File: config.mk
export PLATFORM = sky130hd
export DESIGN_NAME = fbt_timing
export DESIGN_NICKNAME = d
export VERILOG_FILES = /design/src/fbt_pkg.sv /design/src/fbt_bit_timer.sv /design/src/fbt_timing.sv
export VERILOG_INCLUDE_DIRS = /design/src
export SDC_FILE = /design/constraint.sdc
export NUM_CORES = 1
export LEC_CHECK = 0
export BUFFER_PORTS_ARGS = -buffer_cell sky130_fd_sc_hd__buf_2
export CORE_MARGIN = 1
export CORE_UTILIZATION = 50
export CTS_BUF_LIST = sky130_fd_sc_hd__clkbuf_4
export CTS_CLUSTER_SIZE = 25
export DETAILED_ROUTE_END_ITERATION = 12
export GPL_TIMING_DRIVEN = 0
export PLACE_DENSITY_LB_ADDON = 0.25
export SYNTH_ARGS = -nofsm -noshare
export SYNTH_HDL_FRONTEND = slang
export SYNTH_SLANG_ARGS = --single-unit
File: constraint.sdc
create_clock -name clk -period 6.4 [get_ports clk]
set_clock_uncertainty 0.1 [all_clocks]
set_input_delay 0.64 -clock clk [delete_from_list [all_inputs] [get_ports clk]]
set_output_delay 0.64 -clock clk [all_outputs]
set_load 0.005 [all_outputs]
File: src/fbt_consts.svh
// Purpose: named constants of the fieldbus bus timing block
// Assumes: 50 MHz system clock
// Notes:   speed codes are 0..9, slowest first
`ifndef FBT_CONSTS_SVH
`define FBT_CONSTS_SVH

// transmission speed codes
`define FBT_SPD_9K6     4'h0
`define FBT_SPD_19K2    4'h1
`define FBT_SPD_45K45   4'h2
`define FBT_SPD_93K75   4'h3
`define FBT_SPD_187K5   4'h4
`define FBT_SPD_500K    4'h5
`define FBT_SPD_1M5     4'h6
`define FBT_SPD_3M      4'h7
`define FBT_SPD_6M      4'h8
`define FBT_SPD_12M     4'h9
`define FBT_SPD_DEFAULT `FBT_SPD_1M5

// phase increments: round(rate * 2^32 / 50e6)
`define FBT_INC_9K6     32'd824634
`define FBT_INC_19K2    32'd1649267
`define FBT_INC_45K45   32'd3904125
`define FBT_INC_93K75   32'd8053064
`define FBT_INC_187K5   32'd16106127
`define FBT_INC_500K    32'd42949673
`define FBT_INC_1M5     32'd128849019
`define FBT_INC_3M      32'd257698038
`define FBT_INC_6M      32'd515396076
`define FBT_INC_12M     32'd1030792151

// programmable ranges; slot, delays, quiet, setup and rotation in bit times
`define FBT_SLOT_MIN    24'd37
`define FBT_SLOT_MAX    24'd16383
`define FBT_SLOT_DEF    14'd300
`define FBT_MINSDR_MIN  24'd11
`define FBT_MINSDR_MAX  24'd1023
`define FBT_MINSDR_DEF  10'd11
`define FBT_MAXSDR_MIN  24'd37
`define FBT_MAXSDR_MAX  24'd1023
`define FBT_QUIET_MIN   24'd0
`define FBT_QUIET_MAX   24'd127
`define FBT_SETUP_MIN   24'd1
`define FBT_SETUP_MAX   24'd255
`define FBT_TTR_MIN     24'd256
`define FBT_TTR_MAX     24'd16777215
`define FBT_TTR_DEF     24'd50000
`define FBT_GAP_MIN     24'd1
`define FBT_GAP_MAX     24'd100
`define FBT_HIGH_STN_MIN 24'd2
`define FBT_HIGH_STN_MAX 24'd126
`define FBT_HIGH_STN_DEF 7'd126
`define FBT_RETRY_MIN   24'd1
`define FBT_RETRY_MAX   24'd7

// speed dependent defaults
`define FBT_MAXSDR_LOW  10'd60
`define FBT_MAXSDR_500K 10'd100
`define FBT_MAXSDR_1M5  10'd150
`define FBT_MAXSDR_3M   10'd250
`define FBT_MAXSDR_6M   10'd450
`define FBT_MAXSDR_12M  10'd800
`define FBT_QUIET_LOW   7'd0
`define FBT_QUIET_3M    7'd3
`define FBT_QUIET_6M    7'd6
`define FBT_QUIET_12M   7'd9
`define FBT_SETUP_LOW   8'd1
`define FBT_SETUP_3M    8'd4
`define FBT_SETUP_6M    8'd8
`define FBT_SETUP_12M   8'd16
`define FBT_GAP_DEF     7'd10
`define FBT_RETRY_LOW   3'd1
`define FBT_RETRY_HIGH  3'd3

`endif

File: src/fbt_pkg.sv
// Purpose: types of the fieldbus bus timing block
// Assumes: nothing
// Notes:   constants live in fbt_consts.svh
package fbt_pkg;
  typedef logic [3:0] fbt_speed_t;
  typedef enum logic [0:0] {FBT_IDLE, FBT_SLOT} fbt_state_t;
endpackage

File: src/fbt_bit_timer.sv
// Purpose: bit period tick generator for the selected speed
// Assumes: 50 MHz clock, speed code from a register on the same clock
// Notes:   phase accumulator, so non-integer periods average out to within the rounding of the increment
`timescale 1ns/100ps
`include "fbt_consts.svh"
module fbt_bit_timer
  import fbt_pkg::*;
#(
  parameter int ACC_W = 32
) (
  // clock and reset
  input  wire logic       clk,
  input  wire logic       rst_b,
  // speed
  input  wire fbt_speed_t speed,
  // tick
  output logic            bit_tick
);
  // increments are scaled for a 32 bit accumulator; refuse any other width at elaboration
  if (ACC_W != 32) begin
    $error("fbt_bit_timer: increments are scaled for ACC_W of 32");
  end

  logic [ACC_W-1:0] inc;
  logic [ACC_W-1:0] acc_q;
  logic [ACC_W-1:0] acc_d;
  logic             tick_d;

  // increment per speed code; jitter is one clock, fine for counting bit times
  always_comb begin
    unique case (speed)
      `FBT_SPD_9K6:   inc = `FBT_INC_9K6;
      `FBT_SPD_19K2:  inc = `FBT_INC_19K2;
      `FBT_SPD_45K45: inc = `FBT_INC_45K45;
      `FBT_SPD_93K75: inc = `FBT_INC_93K75;
      `FBT_SPD_187K5: inc = `FBT_INC_187K5;
      `FBT_SPD_500K:  inc = `FBT_INC_500K;
      `FBT_SPD_1M5:   inc = `FBT_INC_1M5;
      `FBT_SPD_3M:    inc = `FBT_INC_3M;
      `FBT_SPD_6M:    inc = `FBT_INC_6M;
      default:        inc = `FBT_INC_12M;
    endcase
    {tick_d, acc_d} = {1'b0, acc_q} + {1'b0, inc};
  end

  // carry out of the accumulator is one bit period
  always_ff @(posedge clk or negedge rst_b) begin
    if (!rst_b) begin
      acc_q    <= '0;
      bit_tick <= 1'b0;
    end else begin
      acc_q    <= acc_d;
      bit_tick <= tick_d;
    end
  end
endmodule

File: src/fbt_timing.sv
// Purpose: bus timing parameters of a fieldbus master and the logic applying them
// Assumes: 50 MHz clock; req_sent, resp_start, token_pass, slave_error come from logic on clk
// Notes:   configuration values are clamped into their legal range on load
`timescale 1ns/100ps
`include "fbt_consts.svh"
// Notes on behaviour
// - clear-on-error clears all slave outputs on error while the exchange request is held
// - speed 9.6k to 12M, default 1.5M
// - slot time 37..16383, default 300, timeout flag on expiry, error once the retries are used up
// - minimum responder delay 11..1023, default 11
// - maximum responder delay 37..1023
// - setup time 1..255, default 1
// - token rotation 256..16777215, default 50000, 24 bits
// - gap factor 1..100 sets gap update interval
// - highest station 2..126, default 126
// - retries limited to programmable 1..7
// - slot and rotation timers tick once per bit time; the gap counter counts token passes
// - speed dependent defaults for delays and times
module fbt_timing
  import fbt_pkg::*;
(
  // clock and reset
  input  wire logic        clk,
  input  wire logic        rst_b,
  // host control
  input  wire logic        exchange_start_request,
  input  wire logic        clear_on_error_en,
  input  wire logic        cfg_load,
  input  wire logic        defaults_load,
  // configuration values
  input  wire fbt_speed_t  cfg_speed,
  input  wire logic [13:0] cfg_slot,
  input  wire logic [9:0]  cfg_min_tsdr,
  input  wire logic [9:0]  cfg_max_tsdr,
  input  wire logic [6:0]  cfg_quiet,
  input  wire logic [7:0]  cfg_setup,
  input  wire logic [23:0] cfg_ttr,
  input  wire logic [6:0]  cfg_gap,
  input  wire logic [6:0]  cfg_high_stn,
  input  wire logic [2:0]  cfg_retry,
  // link events
  input  wire logic        req_sent,
  input  wire logic        resp_start,
  input  wire logic        token_pass,
  input  wire logic        slave_error,
  input  wire logic [6:0]  station_addr,
  // settings in force
  output fbt_speed_t       speed_q,
  output logic [13:0]      response_slot_timeout_q,
  output logic [9:0]       min_tsdr_q,
  output logic [9:0]       max_tsdr_q,
  output logic [6:0]       quiet_q,
  output logic [7:0]       setup_q,
  output logic [23:0]      target_token_rotation_q,
  output logic [6:0]       gap_q,
  output logic [6:0]       highest_station_number_q,
  output logic [2:0]       retry_q,
  // status
  output logic             bit_period_unit,
  output logic             slot_timeout_q,
  output logic             retry_req_q,
  output logic             comm_error_q,
  output logic             resp_early_q,
  output logic             clear_all_outputs_q,
  output logic             token_late_q,
  output logic             gap_update_q,
  output logic             station_in_range_q
);
  fbt_state_t  state_q, state_d;
  logic [13:0] slot_cnt_q, slot_cnt_d;
  logic [2:0]  retry_cnt_q, retry_cnt_d;
  logic [23:0] ttr_cnt_q, ttr_cnt_d;
  logic [6:0]  gap_cnt_q, gap_cnt_d;
  logic        xreq_m_q, xreq_s_q;
  logic        bit_tick;
  fbt_speed_t  speed_d, dspd;
  logic [13:0] slot_d;
  logic [9:0]  min_tsdr_d, max_tsdr_d;
  logic [6:0]  quiet_d, gap_d, high_stn_d;
  logic [7:0]  setup_d;
  logic [23:0] ttr_d;
  logic [2:0]  retry_d;
  logic        timeout_d, retry_req_d, comm_error_d, early_d, clear_d, late_d, gap_upd_d, err_event;
  function automatic logic [23:0] clampv(input logic [23:0] v, input logic [23:0] lo, input logic [23:0] hi);
    clampv = (v < lo) ? lo : ((v > hi) ? hi : v);
  endfunction
  // bit period tick for the speed in force
  fbt_bit_timer #(.ACC_W(32)) u_bit (
    .clk      (clk),
    .rst_b    (rst_b),
    .speed    (speed_q),
    .bit_tick (bit_tick)
  );
  // exchange request comes from the host pin: two flops first
  always_ff @(posedge clk or negedge rst_b) begin
    if (!rst_b) begin
      xreq_m_q <= 1'b0;
      xreq_s_q <= 1'b0;
    end else begin
      xreq_m_q <= exchange_start_request;
      xreq_s_q <= xreq_m_q;
    end
  end
  // configuration: explicit load clamps, defaults load follows speed
  always_comb begin
    speed_d    = speed_q;
    slot_d     = response_slot_timeout_q;
    min_tsdr_d = min_tsdr_q;
    max_tsdr_d = max_tsdr_q;
    quiet_d    = quiet_q;
    setup_d    = setup_q;
    ttr_d      = target_token_rotation_q;
    gap_d      = gap_q;
    high_stn_d = highest_station_number_q;
    retry_d    = retry_q;
    dspd       = (cfg_speed > `FBT_SPD_12M) ? `FBT_SPD_12M : cfg_speed;
    if (cfg_load) begin
      speed_d    = dspd;
      slot_d     = 14'(clampv({10'h000, cfg_slot}, `FBT_SLOT_MIN, `FBT_SLOT_MAX));
      min_tsdr_d = 10'(clampv({14'h0000, cfg_min_tsdr}, `FBT_MINSDR_MIN, `FBT_MINSDR_MAX));
      max_tsdr_d = 10'(clampv({14'h0000, cfg_max_tsdr}, `FBT_MAXSDR_MIN, `FBT_MAXSDR_MAX));
      quiet_d    = 7'(clampv({17'h00000, cfg_quiet}, `FBT_QUIET_MIN, `FBT_QUIET_MAX));
      setup_d    = 8'(clampv({16'h0000, cfg_setup}, `FBT_SETUP_MIN, `FBT_SETUP_MAX));
      ttr_d      = clampv(cfg_ttr, `FBT_TTR_MIN, `FBT_TTR_MAX);
      gap_d      = 7'(clampv({17'h00000, cfg_gap}, `FBT_GAP_MIN, `FBT_GAP_MAX));
      high_stn_d = 7'(clampv({17'h00000, cfg_high_stn}, `FBT_HIGH_STN_MIN, `FBT_HIGH_STN_MAX));
      retry_d    = 3'(clampv({21'h000000, cfg_retry}, `FBT_RETRY_MIN, `FBT_RETRY_MAX));
    end else if (defaults_load) begin
      speed_d    = dspd;
      slot_d     = `FBT_SLOT_DEF;
      min_tsdr_d = `FBT_MINSDR_DEF;
      ttr_d      = `FBT_TTR_DEF;
      gap_d      = `FBT_GAP_DEF;
      high_stn_d = `FBT_HIGH_STN_DEF;
      retry_d    = (dspd > `FBT_SPD_1M5) ? `FBT_RETRY_HIGH : `FBT_RETRY_LOW;
      unique case (dspd)
        `FBT_SPD_500K: {max_tsdr_d, quiet_d, setup_d} = {`FBT_MAXSDR_500K, `FBT_QUIET_LOW, `FBT_SETUP_LOW};
        `FBT_SPD_1M5:  {max_tsdr_d, quiet_d, setup_d} = {`FBT_MAXSDR_1M5, `FBT_QUIET_LOW, `FBT_SETUP_LOW};
        `FBT_SPD_3M:   {max_tsdr_d, quiet_d, setup_d} = {`FBT_MAXSDR_3M, `FBT_QUIET_3M, `FBT_SETUP_3M};
        `FBT_SPD_6M:   {max_tsdr_d, quiet_d, setup_d} = {`FBT_MAXSDR_6M, `FBT_QUIET_6M, `FBT_SETUP_6M};
        `FBT_SPD_12M:  {max_tsdr_d, quiet_d, setup_d} = {`FBT_MAXSDR_12M, `FBT_QUIET_12M, `FBT_SETUP_12M};
        default:       {max_tsdr_d, quiet_d, setup_d} = {`FBT_MAXSDR_LOW, `FBT_QUIET_LOW, `FBT_SETUP_LOW};
      endcase
    end
  end
  // settings in force
  always_ff @(posedge clk or negedge rst_b) begin
    if (!rst_b) begin
      speed_q                  <= `FBT_SPD_DEFAULT;
      response_slot_timeout_q  <= `FBT_SLOT_DEF;
      min_tsdr_q               <= `FBT_MINSDR_DEF;
      max_tsdr_q               <= `FBT_MAXSDR_1M5;
      quiet_q                  <= `FBT_QUIET_LOW;
      setup_q                  <= `FBT_SETUP_LOW;
      target_token_rotation_q  <= `FBT_TTR_DEF;
      gap_q                    <= `FBT_GAP_DEF;
      highest_station_number_q <= `FBT_HIGH_STN_DEF;
      retry_q                  <= `FBT_RETRY_LOW;
    end else begin
      speed_q                  <= speed_d;
      response_slot_timeout_q  <= slot_d;
      min_tsdr_q               <= min_tsdr_d;
      max_tsdr_q               <= max_tsdr_d;
      quiet_q                  <= quiet_d;
      setup_q                  <= setup_d;
      target_token_rotation_q  <= ttr_d;
      gap_q                    <= gap_d;
      highest_station_number_q <= high_stn_d;
      retry_q                  <= retry_d;
    end
  end
  // response wait, retries, output clearing, token rotation and gap
  always_comb begin
    state_d      = state_q;
    slot_cnt_d   = slot_cnt_q;
    retry_cnt_d  = retry_cnt_q;
    timeout_d    = 1'b0;
    retry_req_d  = 1'b0;
    comm_error_d = 1'b0;
    early_d      = 1'b0;
    unique case (state_q)
      FBT_IDLE: begin
        if (req_sent && xreq_s_q) begin
          state_d    = FBT_SLOT;
          slot_cnt_d = '0;
        end
      end
      FBT_SLOT: begin
        if (resp_start) begin
          state_d     = FBT_IDLE;
          retry_cnt_d = '0;
          early_d     = ({4'h0, min_tsdr_q} > slot_cnt_q);
        end else if (bit_tick) begin
          if (slot_cnt_q + 14'h0001 >= response_slot_timeout_q) begin
            timeout_d = 1'b1;
            state_d   = FBT_IDLE;
            if (retry_cnt_q < retry_q) begin
              retry_req_d = 1'b1;
              retry_cnt_d = retry_cnt_q + 3'h1;
            end else begin
              comm_error_d = 1'b1;
              retry_cnt_d  = '0;
            end
          end else begin
            slot_cnt_d = slot_cnt_q + 14'h0001;
          end
        end
      end
    endcase
    err_event = comm_error_d || slave_error;
    // dropping the request releases the clear; a new error in the same cycle does not set it
    clear_d = xreq_s_q && clear_all_outputs_q;
    if (err_event && clear_on_error_en && xreq_s_q) clear_d = 1'b1;
    // rotation counter saturates at the target so a late token stays flagged
    ttr_cnt_d = ttr_cnt_q;
    gap_cnt_d = gap_cnt_q;
    gap_upd_d = 1'b0;
    if (token_pass) begin
      ttr_cnt_d = '0;
      if (gap_cnt_q + 7'h01 >= gap_q) begin
        gap_cnt_d = '0;
        gap_upd_d = 1'b1;
      end else begin
        gap_cnt_d = gap_cnt_q + 7'h01;
      end
    end else if (bit_tick && ttr_cnt_q < target_token_rotation_q) begin
      ttr_cnt_d = ttr_cnt_q + 24'h000001;
    end
    late_d = (ttr_cnt_d >= target_token_rotation_q);
  end
  // status flags and counters
  always_ff @(posedge clk or negedge rst_b) begin
    if (!rst_b) begin
      state_q             <= FBT_IDLE;
      slot_cnt_q          <= '0;
      retry_cnt_q         <= '0;
      ttr_cnt_q           <= '0;
      gap_cnt_q           <= '0;
      slot_timeout_q      <= 1'b0;
      retry_req_q         <= 1'b0;
      comm_error_q        <= 1'b0;
      resp_early_q        <= 1'b0;
      clear_all_outputs_q <= 1'b0;
      token_late_q        <= 1'b0;
      gap_update_q        <= 1'b0;
      station_in_range_q  <= 1'b0;
      bit_period_unit     <= 1'b0;
    end else begin
      state_q             <= state_d;
      slot_cnt_q          <= slot_cnt_d;
      retry_cnt_q         <= retry_cnt_d;
      ttr_cnt_q           <= ttr_cnt_d;
      gap_cnt_q           <= gap_cnt_d;
      slot_timeout_q      <= timeout_d;
      retry_req_q         <= retry_req_d;
      comm_error_q        <= comm_error_d;
      resp_early_q        <= early_d;
      clear_all_outputs_q <= clear_d;
      token_late_q        <= late_d;
      gap_update_q        <= gap_upd_d;
      station_in_range_q  <= (station_addr <= highest_station_number_q);
      bit_period_unit     <= bit_tick;
    end
  end
endmodule

# After elaboration in Yosys (flattened, before gate mapping)
# Memory sizes are Yosys's and may differ from the RTL's.
# Index checks and enable logic that the tools add are counted.
# word_totals
regBits,187
mem_bits_ro,480
in_bits,111
output_inout_bits,103
elab_cells,147
n_memories,1
# classes
n_addsub,5
n_lt_le_gt_ge,20
eq_ne,9
n_mux,72
bitwise,1
reduce_logical,11
# memory_table
name,depth,width,rd,rd_ports_with_merged_regs,write_ports,line,rtl
(no name shown),16,30,1,0,0,fbt_bit_timer.sv:31,unique case (speed)
# ops
cell,count
24-bit 2-to-1 mux,6
14-bit 2-to-1 mux,7
7-bit 2-to-1 mux,11
10-bit 2-to-1 mux,6
10-bit case mux with 5 select lines,1
32-bit by 32-bit adder with 33-bit output,1
14-bit case mux with 2 select lines,1
"24-bit by 1-bit adder with 24-bit output, second input constant",1
24-bit >= comparator,1
"24-bit greater-than comparator, second input constant",1
24-bit < comparator,1
"24-bit by 9-bit < comparator with 1-bit output, second input constant",1
8-bit 2-to-1 mux,3
1-bit 2-to-1 mux,23
3-bit 2-to-1 mux,7
5-bit case mux with 3 select lines,1
"14-bit by 1-bit adder with 14-bit output, second input constant",1
14-bit >= comparator,1
10-bit by 14-bit greater-than comparator with 1-bit output,1
"7-bit greater-than comparator, second input constant",2
"14-bit by 6-bit < comparator with 1-bit output, second input constant",1
"4-bit by 3-bit == test with 1-bit output, second input constant",3
4-bit 2-to-1 mux,3
4-bit case mux with 3 select lines,1
other kinds (24),33

# Depth between registers and ports, before layout
# Gate-level depths: netlist of run 1.
# logic_depth
depth_word,10
depth_mapped,19
ltp_nobuf,19

# By module
# A second synthesis of run 1 with hierarchy kept.
# unflattened
cells_unflattened,1333
area_unflattened_um2,12081.6
# modules_own_cells
mod,n_inst,cells_per_inst,area_per_inst_um2,seq_area_each_um2
fbt_timing,1,986,9111.2,3890.0
fbt_bit_timer,1,347,2970.3,825.8

# Least setup slack after synthesis of run 1
# No wires, ideal clock.
# synth_path
path_type,flip-flop to flip-flop
start,reg speed_q[2]
end,reg u_bit.acc_q[30]
setup_ns,0.080
arrival_time_ns,3.607
required_ns,6.220
path_slack_ns,2.613
path_stages_with_launch,15
path_buffers,2
synth_period_minus_slack_ns,3.787
cell_sequence,dfstp_2 -> clkbuf_1 -> clkbuf_1 -> a21oi_1 -> o21a_1 -> ha_1 -> fa_1 -> a21o_1 -> a31o_2 -> a21oi_1 -> a21oi_1 -> and4_1 -> a2111o_1 -> a21oi_1 -> xnor2_1
# synth_via
elab_chain_cells,2
# synth_lines
item,line,rtl
from (decl),fbt_timing.sv:48,"output fbt_speed_t speed_q,"
from (signal assigned),fbt_timing.sv:149,speed_q <= `FBT_SPD_DEFAULT;
from (signal assigned),fbt_timing.sv:160,speed_q <= speed_d;
memory read 16 x 30 bit,--,
32-bit by 32-bit adder with 33-bit output,fbt_bit_timer.sv:43,"{tick_d, acc_d} = {1'b0, acc_q} + {1'b0, inc};"
named net u_bit.acc_d[30],fbt_bit_timer.sv:26,logic [ACC_W-1:0] acc_d;
to (signal assigned),fbt_bit_timer.sv:49,acc_q <= '0;
to (signal assigned),fbt_bit_timer.sv:52,acc_q <= acc_d;
to (decl),fbt_bit_timer.sv:25,logic [ACC_W-1:0] acc_q;
# The timed path passes the listed nets, and every way through them passes these cells.
# A chain may end at the register's enable or synchronous reset.

# Worst setup path after layout of run 1
# layout_path
start,reg target_token_rotation_q[9]
end,reg token_late_q
# layout_via
elab_chain_cells,5
# layout_lines
item,line,rtl
from (decl),fbt_timing.sv:54,"output logic [23:0] target_token_rotation_q,"
from (signal assigned),fbt_timing.sv:155,target_token_rotation_q <= `FBT_TTR_DEF;
from (signal assigned),fbt_timing.sv:166,target_token_rotation_q <= ttr_d;
24-bit < comparator,fbt_timing.sv:226,end else if (bit_tick && ttr_cnt_q < target_token_rotation_q) begin
1-bit logical AND,fbt_timing.sv:226,
24-bit 2-to-1 mux,fbt_timing.sv:226,
24-bit 2-to-1 mux,fbt_timing.sv:218,if (token_pass) begin
named net ttr_cnt_d[10],fbt_timing.sv:72,"logic [23:0] ttr_cnt_q, ttr_cnt_d;"
24-bit >= comparator,fbt_timing.sv:229,late_d = (ttr_cnt_d >= target_token_rotation_q);
named net late_d,fbt_timing.sv:83,"logic timeout_d, retry_req_d, comm_error_d, early_d, clear_d, late_d, gap_upd_d, err_event;"
to (signal assigned),fbt_timing.sv:259,token_late_q <= late_d;
to (decl),fbt_timing.sv:65,"output logic token_late_q,"
# The timed path passes the listed nets, and every way through them passes these cells.

==> results of run 1 <==
==> through the flow <==
step	hold WS [ns]	instance area [um2]
6_report	0.0503	13500
5_1_grt	0.0113	13500
4_1_cts	0.0138	13500
3_5_place_dp	0.247	13200
3_3_place_gp	0.234	13200
2_1_floorplan	0.231	11700
==> power by group <==
part           internal, W  total [W]  leakage [nW]  switching [W]
logic             0.000676    0.00159          4.26       0.000911
clock network     0.000171   0.000643         0.143       0.000471
registers          0.00139    0.00151          2.32       0.000119
total              0.00224    0.00374          6.72        0.00150
==> cells by family (layout without fill, tap and decap cells) <==
family | count (synthesis) | after routing | synth area share
and+or+nand+nor | 392 | 392 | 0.165
xor gates and xnor gates | 68 | 68 | 0.0507
buffers and inverters | 142 | 384 | 0.0454
DFF | 187 | 187 | 0.402
other | 0 | 2 | 0
adders and majority gates | 128 | 128 | 0.137
AOI/OAI and AO/OA | 351 | 351 | 0.191
muxes | 10 | 10 | 0.00874
==> synth_stat cells, types with 11 or more instances <==
cell      count
nor2_1       82
dfstp_2      29
ha_1        127
a21oi_1      87
o21a_1       12
clkbuf_1     47
nand2_1     113
a31o_2       13
o31ai_1      29
a21o_1       37
xnor2_1      33
nand4_1      24
a31oi_1      11
inv_1        92
and3_1       29
nor2b_1      14
dfrtp_1     158
nand3_1      43
nor4_1       16
nor3_1       13
a22o_1       15
nand2b_1     24
o21ai_0      92
xor2_1       35
==> worst max-delay path: stages, from the launching register on <==
cell     delay, ns
dfstp_2       0.59
inv_1         0.07
ha_1          0.31
a21o_1        0.16
a21o_1        0.17
a21oi_1       0.18
nor2_1        0.13
nor4_2        0.87
nand4_1       0.21
xor2_1        0.19
nor2_1        0.18
ha_1          0.29
a21o_1        0.17
a21oi_1       0.18
o21ai_0       0.14
a31oi_1       0.24
o21ai_0       0.11
==> cell usage in the layout (no fill, tap or decap), types with 7 or more instances in the layout <==
cell      count
nor3_1       13
xor2_1       35
and2_1        9
dfrtp_1     158
a21o_1       37
o22ai_1       8
nand3_1      43
a211oi_1      8
a31oi_1      11
xnor2_1      33
nand2b_1     24
o31ai_1      29
clkbuf_4     17
nor2b_1      14
ha_1        127
a22o_1       15
nor2_1       82
nor4_1       16
buf_2       207
clkbuf_1     47
inv_1        92
nand4_1      24
dfstp_2      29
nand2_1     113
a31o_2       13
and3_1       29
a21oi_1      87
or2_2         7
o21a_1       12
mux2i_1       8
o21ai_0      92
==> registers in the layout (all words and copies together), names as in the netlist, 3 cells and up <==
| register | cells |
|---|---|
| quiet_q | 7 |
| gap_cnt_q | 7 |
| highest_station_number_q | 7 |
| min_tsdr_q | 10 |
| ttr_cnt_q | 24 |
| target_token_rotation_q | 24 |
| slot_cnt_q | 14 |
| retry_cnt_q | 3 |
| max_tsdr_q | 10 |
| gap_q | 7 |
| retry_q | 3 |
| speed_q | 4 |
| u_bit.acc_q | 32 |
| setup_q | 8 |
| response_slot_timeout_q | 14 |
==> final timing paths <==
kind,startpoint,endpoint
setup / recovery,target_token_rotation_q[9],token_late_q
hold / removal,exchange_start_request,xreq_m_q
setup reg to reg,target_token_rotation_q[9],token_late_q
hold reg to reg,xreq_m_q,xreq_s_q
max in group asynchronous,rst_b,target_token_rotation_q[14]
min in group asynchronous,rst_b,target_token_rotation_q[1]
==> final cells by class <==
cell class | instances | area [um2] | share of cell area
inverter | 93 | 349 | 0.0259
clock buffer | 17 | 128 | 0.00946
clock inverter | 15 | 134 | 0.00992
tap | 313 | 392 | 0.0290
buffer | 49 | 184 | 0.0136
multi-input combinational | 949 | 6490 | 0.481
sequential | 187 | 4720 | 0.350
timing repair buffer | 210 | 1090 | 0.0807
antenna | 2 | 5.00 | 0.000371
==> what timing repair did <==
item | CTS | global route
setup buffers | 0 | 0
hold buffers | 1 | 0
hold endpoints to repair | 70 | 0
==> layer usage <==
| layer | wire [um] | GRT usage | up-vias | share of wire |
|---|---|---|---|---|
| li1 | - | - | 5024 | - |
| met1 | 15400 | 0.392 | 5037 | 0.45 |
| met2 | 15800 | 0.469 | 422 | 0.46 |
| met3 | 2180 | 0.0462 | 68 | 0.063 |
| met4 | 1170 | 0.123 | 0 | 0.034 |
| met5 | 0 | 0 | - | 0 |
==> metrics, run 1 <==
Core Box Area=22800 um2; worst slew pin tran=1.04 ns; detail-routed via count per cell=5.75; CTS tree=done; fin cells=1835; Post-synth EDFFs=0; clk buf depth=2; #FFs+latches synth=187; Die W=155 um; placed insts=1800; Distinct cells, synth=63; Area Growth Syn to Fin=14.9%; Synth Flop Type=dfrtp_1; dominant cell type by area after synthesis=dfrtp_1; DRC Markers=0; H-tree depth=4; Max VDD drop=0.185 mV; port bufs=208; RSZ-0062 raised after global routing=no; synthesized net count=1517; crit end category=register; Worst-path clk slew=0.19 ns; CP Class=register to register; Skew-Pair Late Insertion Delay=0.60 ns; Leak=6.72 nW; Final Slew Violations=0; Critical Path Source Type=register; Power per Cell Area=278 nW/um2; post-layout min period=4.37 ns; Post-DP HPWL=26600 um; total of warnings raised by yosys=0; die area=24100 um2; r2r setup slk=2.03 ns; final WL=34600 um; Initial Util=0.514; maximum fanout along the worst path=10; total CTS buffers=17; Hold Crit Class=input port to register; CP required=6.80 ns; Vias=10.6k; Max Freq=229 MHz; maxcap violations=0; largest net degree at the start of global routing=103; Cells after Synth=1278; chip height=155 um; grt total ovfl=0; final net count=1746; first-pass GRT wire length=54000 um; Post-Route Setup TNS=0 ns; final worst path period share=0.683; WL/cell=18.8 um; post-place setup slack=2.07 ns; Slew headroom=0.298; worst hold stages=1; Syn Std Cell Area=11700 um2; Iter 0 DRT Violations=736; Register-to-Register Path Depth=16; num rows=55; num ports=214; clock sinks=187; status=finished clean; Filler cells=2119; Setup Viol. Count Final=0; setup slack after layout=2.03 ns; post-cts sizing count=0; Overall Power=0.00374 W; async set-reset flop share out of synthesis=1.00; register area share after synthesis=0.402; top-area cell type share of the netlist area=0.337; vias in the first global route=10.2k; Worst Path Arrival=4.78 ns; Area contributors post-synth=dfrtp_1 34%, ha_1 14%, dfstp_2 6.5%, o21ai_0 3.9%, a21oi_1 3.7%; initial antenna violation count=2; share of post-route cells with drive strength above 1=0.195; gpl congestion=0.914; Pre-Repair DR Iteration Count=6; syn avg cell area=9.19 um2; GRT Total Usage=0.292; Root Buffer=clkbuf_4; DRT antenna net count=0; Final Hold Viols=0; Final Util=0.590
Note: power is estimated with default switching activity, not from simulation.
==> run 2: changes to the inputs <==
- clock period: 6.4 -> 3.79 ns (I/O delays scaled with it)
==> run 2 against run 1 <==
Net effect:
- the flow now finishes with violations (negative setup slack)
- routed wire length increased by 9.2%
- non-clock buffer count increased by 135
- register-to-register slack got worse by 2.1 ns
- first-iteration DRC count increased by 14%
- flip-flop and latch count unchanged
- critical endpoint unchanged
- largest cell class unchanged
==> metrics, run 2 (same netlist as run 1, synthesis figures left out) <==
grt total ovfl=0; GRT Total Usage=0.310; register share of total power=0.386; clock share of power=0.163; CP dominant cell by count=a21o_1; Final Cell Area=15100 um2; Iter 0 DRT Violations=838; DRT antenna net count=0; Core Box Area=22800 um2; port bufs=208; die area=24100 um2; Vias=11.4k; CP required=4.20 ns; Hold Crit Class=input port to register; Skew-Pair Late Insertion Delay=0.61 ns; commonest non-fill, non-tap cell in the layout=buf_2; CTS tree=done; Post-DP HPWL=26600 um; clk buf depth=2; Final Util=0.663; Worst Path Arrival=4.24 ns; num ports=214; Top reg by flops=u_bit.acc_q; vias in the first global route=11.0k; post-layout min period=3.83 ns; worst slew pin tran=1.00 ns; final WL=37700 um; chip height=155 um; Pint=0.00397 W; final worst path period share=1.01; Power per Cell Area=439 nW/um2; Initial Util=0.514; max layer used=met4; DR WL met3=2400 um; detail-routed via count per cell=5.78; CP cell instances=inv_2 > ha_1 > a21o_1 > a21o_1 > a21oi_2 > o22ai_4 > nor3_2 > nand2_2 > buf_4 > buf_4 > mux2i_1 > nor2_1 > ha_1 > a21o_1 > a21oi_2 > nor2b_1 > o21ai_1 > nand3_2 > a31oi_4 > o21ai_2; biggest regs=u_bit.acc_q: 32 flops, target_token_rotation_q: 24 flops, ttr_cnt_q: 24 flops; Critical Path Source Type=register; Max Freq=261 MHz; Die W=155 um; Max VDD drop=0.313 mV; clock sinks=187; maximum fanout along the worst path=3; Root Buffer=clkbuf_4; sw power=0.00267 W; first-pass GRT wire length=57800 um; placed insts=1800; RSZ-0062 raised after global routing=yes; initial antenna violation count=2; Leak=7.41 nW; Slew headroom=0.332; Cell Area, Placed=13200 um2; DRC Markers=0; fin cells=1970; Max stage delay on crit path=0.42 ns; most frequent cells in the layout=207 x buf_2, 155 x dfrtp_1, 120 x ha_1, 111 x nand2_1, 98 x dlygate4sd3_1; DR WL met2=17900 um; M1 WL=16000 um; largest net degree at the start of global routing=103; H-tree depth=4; Setup Viol. Count Final=1; Pre-Repair DR Iteration Count=5; CP Class=register to register; Final Hold Viols=0; Slowest-stage cell, CP=dfrtp_1; status=finished, violations left; switching part of the total power=0.402; Area Growth Syn to Fin=28.9%; setup slack after layout=-0.0394 ns; final hold slack=0.0253 ns; maxcap violations=0; num rows=55; r2r setup slk=-0.04 ns; max reg flops=32; final net count=1881; share of post-route cells with drive strength above 1=0.244; gpl congestion=0.914; Combinational Power Share=0.451; crit end category=register; WL/cell=19.2 um; Worst-path clk slew=0.17 ns; failing checks=negative setup slack; Final Slew Violations=0; total CTS buffers=17
==> run 2: cell count changes in the layout (fill, tap and decap cells not counted), sizes merged <==
cell,change
buf,+42
clkbuf,-4
clkinvlp,+2
dlygate4sd3,+97
inv,-2
==> run 2: area by class of cell <==
cell class | instances | area, um2
Antenna cell | 2 | 5.00
Buffer | 48 | 200
Clock buffer | 17 | 128
Clock inverter | 15 | 134
Fill cell | 1892 | 7710
Inverter | 93 | 357
Multi-Input combinational cell | 949 | 6850
Sequential cell | 187 | 4720
Tap cell | 313 | 392
Timing Repair Buffer | 346 | 2360
==> run 2: per-layer routing <==
layer / GRT usage / up-vias
met3: 0.0404 / 93
li1: - / 5304
met2: 0.521 / 485
met1: 0.406 / 5502
met4: 0.126 / 0
met5: 0 / -
==> run 2: path summary, 6_finish.rpt <==
path / from / end / cells after the start
min reg2reg: xreq_m_q / xreq_s_q / 0
max reg2reg: target_token_rotation_q[13] / token_late_q / 20
min: cfg_max_tsdr[5] / max_tsdr_q[5] / 3
min in group asynchronous: rst_b / target_token_rotation_q[5] / 2
max in group asynchronous: rst_b / retry_q[0] / 3
max: target_token_rotation_q[13] / token_late_q / 20
==> run 2: stage by stage <==
step / worst slack, ns / TNS (ns) / power (W)
5_1_grt: -0.174 / -0.183 / 0.00709
4_1_cts: -0.0209 / -0.0209 / 0.00644
3_5_place_dp: -0.541 / -4.87 / 0.00524
3_3_place_gp: -0.968 / -153.59 / 0.00515
6_report: -0.0394 / -0.0394 / 0.00664
2_1_floorplan: 0.00272 / 0 / 0.00449
==> run 2: critical path, delay by kind of cell (launching register included) <==
| family | cells | cell delay [ns] |
|---|---|---|
| compound gates | 9 | 1.52 |
| simple gates | 5 | 0.62 |
| fa+ha+maj | 2 | 0.58 |
| buf+inv | 3 | 0.36 |
| mux | 1 | 0.14 |
| flops | 1 | 0.42 |
==> run 2: power groups by stage <==
| stage | clock (W) | sequential, W | combinational (W) |
|---|---|---|---|
| 2_1_floorplan | 0 | 0.00255 | 0.00194 |
| 3_3_place_gp | 0 | 0.00258 | 0.00256 |
| 3_5_place_dp | 0 | 0.00259 | 0.00264 |
| 4_1_cts | 0.00110 | 0.00256 | 0.00278 |
| 5_1_grt | 0.00118 | 0.00259 | 0.00332 |
| 6_report | 0.00109 | 0.00256 | 0.00299 |
==> run 2: repair_timing <==
item	CTS	global route
endpoints found under the setup margin	30	17
pin swaps	5	50
hold buffers	98	0
resized for setup	34	69
buffers inserted	12	27
hold endpoints to repair	163	0
==> run 3: changes to the inputs <==
- ABC_AREA: default -> 1
- SLEW_MARGIN: default -> 10
==> run 3 against run 2 <==
Net effect:
- the flow now finishes without violations
- flip-flop and latch count did not move
- first-iteration DRC count rose by 35%
- die area rose by 7.7%
- register-to-register slack improved by 0.33 ns
- critical endpoint is now clear_all_outputs_q
==> metrics, run 3 <==
status=finished clean; vias in the first global route=12.3k; register area share after synthesis=0.372; CP startpoint=slot_cnt_q[0]; async set-reset flop share out of synthesis=1.00; Post-CTS Setup Inserts=0; R2R Path Start=slot_cnt_q[0]; post-layout min period=3.50 ns; detail-routed via count per cell=5.52; num ports=214; Synth Flop Type=dfrtp_1; Power per Cell Area=442 nW/um2; RSZ-0062 raised after global routing=yes; final worst path period share=0.924; synthesized net count=1867; dominant cell type by area after synthesis=dfrtp_1; Pre-Repair DR Iteration Count=6; CP required=4.18 ns; Max Freq=286 MHz; max reg flops=32; Register-to-Register Path Depth=19; clk buf depth=2; share of post-route cells with drive strength above 1=0.180; Initial Util=0.515; Max VDD drop=0.378 mV; Worst-path clk slew=0.16 ns; final net count=2195; Root Buffer=clkbuf_4; Final Slew Violations=0; syn avg cell area=7.78 um2; worst flop-to-flop path endpoint=clear_all_outputs_q; Iter 0 DRT Violations=1131; grt total ovfl=0; Post-Route Setup TNS=0 ns; Vias=12.7k; register area=4720 um2; DRC Markers=0; most frequent cells in the layout=341 x nand2_1, 217 x buf_2, 216 x inv_1, 157 x dfrtp_1, 152 x nor2_1; worst slew pin tran=1.11 ns; CP Class=register to register; Top reg by flops=u_bit.acc_q; DRT antenna net count=0; GRT Total Usage=0.319; final WL=40900 um; CTS tree=done; crit end category=register; Area Growth Syn to Fin=22.0%; r2r setup slk=0.29 ns; Overall Power=0.00682 W; Skew-Pair Late Insertion Delay=0.60 ns; Die W=161 um; biggest regs=u_bit.acc_q: 32 flops, target_token_rotation_q: 24 flops, ttr_cnt_q: 24 flops; #FFs+latches synth=187; top-area cell type share of the netlist area=0.312; most numerous cell in the Yosys netlist=nand2_1; H-tree depth=4; Area contributors post-synth=dfrtp_1 31%, ha_1 13%, nand2_1 10%, inv_1 6.4%, dfstp_2 6.0%; Syn Std Cell Area=12700 um2; total of warnings raised by yosys=0; WL/cell=17.8 um; clock sinks=187; port bufs=213; Setup Viol. Count Final=0; Cells after Synth=1628; gpl congestion=0.976; first-pass GRT wire length=64100 um; synth cell count leaders=341 x nand2_1, 216 x inv_1, 158 x dfrtp_1; area of the multi-input gates=6940 um2; Cell Area, Placed=14200 um2; Filler cells=2186; Worst Path Arrival=3.89 ns; initial antenna violation count=4; num rows=57; chip height=161 um; Post-DP HPWL=30800 um; Final Hold Viols=0; Final Cell Area=15400 um2; Slew headroom=0.258; Distinct cells, synth=54; total CTS buffers=17; die area=26000 um2; Setup crit end=clear_all_outputs_q; Leak=7.91 nW; Hold Crit Class=input port to register; Critical Path Source Type=register; maximum fanout along the worst path=6; maxcap violations=0; commonest non-fill, non-tap cell in the layout=nand2_1; Core Box Area=24600 um2; largest net degree at the start of global routing=67; Post-synth EDFFs=0
run 3: cell count changes in the layout (fill, tap and decap cells not counted), sizes merged, moves of 13 or more:
cell	previous run	this run
a31o	13	0
a21oi	89	132
inv	99	222
nor2b	14	0
o31ai	29	3
nand2	114	368
buf	253	231
and3	29	0
a21o	37	5
nor2	82	162
xnor2	33	12
clkbuf	60	38
nand2b	24	2
nand3	43	116
run 3: cell families (layout without fill, tap and decap cells):
| family | count (synthesis) | in the layout | share of synthesized area |
|---|---|---|---|
| adder cells (fa/ha/maj) | 128 | 128 | 0.127 |
| multiplexers | 2 | 2 | 0.00158 |
| other | 0 | 1 | 0 |
| XOR/XNOR | 50 | 50 | 0.0352 |
| AO/OA/AOI/OAI | 294 | 294 | 0.135 |
| AND/OR/NAND/NOR | 714 | 714 | 0.249 |
| buffers and inverters | 253 | 594 | 0.0796 |
| flip-flops | 187 | 187 | 0.372 |
run 3: worst min path at each step:
stage	from	to	slack (ns)	cells after the start
final	cfg_max_tsdr[4]	max_tsdr_q[4]	0.03	3
after global routing	cfg_max_tsdr[4]	max_tsdr_q[4]	0.0009	3
after CTS	cfg_max_tsdr[4]	max_tsdr_q[4]	0.006	3
after detailed placement	xreq_m_q	xreq_s_q	0.23	0
after global placement	xreq_m_q	xreq_s_q	0.23	0
after floorplan	rst_b	bit_period_unit	-0.02	0
run 3: cell type report:
| type | instances | share of cell area |
|---|---|---|
| inverter | 217 | 0.0527 |
| clock buffer | 18 | 0.00875 |
| clock inverter | 14 | 0.0104 |
| timing repair buffer | 309 | 0.134 |
| multi-input combinational | 1188 | 0.450 |
| buffer | 36 | 0.0125 |
| sequential | 187 | 0.305 |
| tap | 324 | 0.0263 |
| antenna | 1 | 0.000162 |
run 3: metal layers:
| metal | wire length, um | part of all wire | up-vias | track usage |
|---|---|---|---|---|
| li1 | - | - | 6063 | - |
| met1 | 17500 | 0.43 | 5924 | 0.416 |
| met2 | 19200 | 0.47 | 578 | 0.534 |
| met3 | 2850 | 0.070 | 91 | 0.0514 |
| met4 | 1360 | 0.033 | 4 | 0.119 |
| met5 | 26 | 0.00064 | - | 0 |
run 3: power breakdown:
part           leakage [nW]  internal [W]  switching [W]
clock network         0.146      0.000413       0.000786
logic                  5.44       0.00115        0.00191
registers              2.32       0.00235       0.000210
total                  7.91       0.00392        0.00290
run 3: critical path, stage by stage (launching register included):
cell,delay (ns)
dfrtp_2,0.48
ha_1,0.20
nand2_1,0.07
nor2_2,0.15
nand2_1,0.14
nor3_1,0.19
xor2_1,0.24
inv_1,0.08
ha_1,0.27
nand2_1,0.10
inv_1,0.05
nand2_1,0.06
nand2_1,0.05
a21oi_1,0.17
nand3_2,0.17
nand3_1,0.18
nand2_1,0.08
nand3_1,0.06
dlygate4sd3_1,0.55
nand2_1,0.05
run 3: per-stage QoR:
step           instances  setup WS, ns  hold slack (ns)   util
6_report            2294         0.288           0.0293  0.628
3_5_place_dp        2167         0.288            0.235  0.577
3_3_place_gp        2165        -0.927            0.235  0.574
4_1_cts             2293         0.146          0.00625  0.627
5_1_grt             2294       -0.0859         0.000932  0.628
2_1_floorplan       1628         0.905          -0.0166      -
run 3: repair_timing:
item | CTS | global route
hold endpoints to repair | 161 | 0
endpoints found under the setup margin | 0 | 3
resized for setup | 0 | 4
hold buffers | 94 | 0
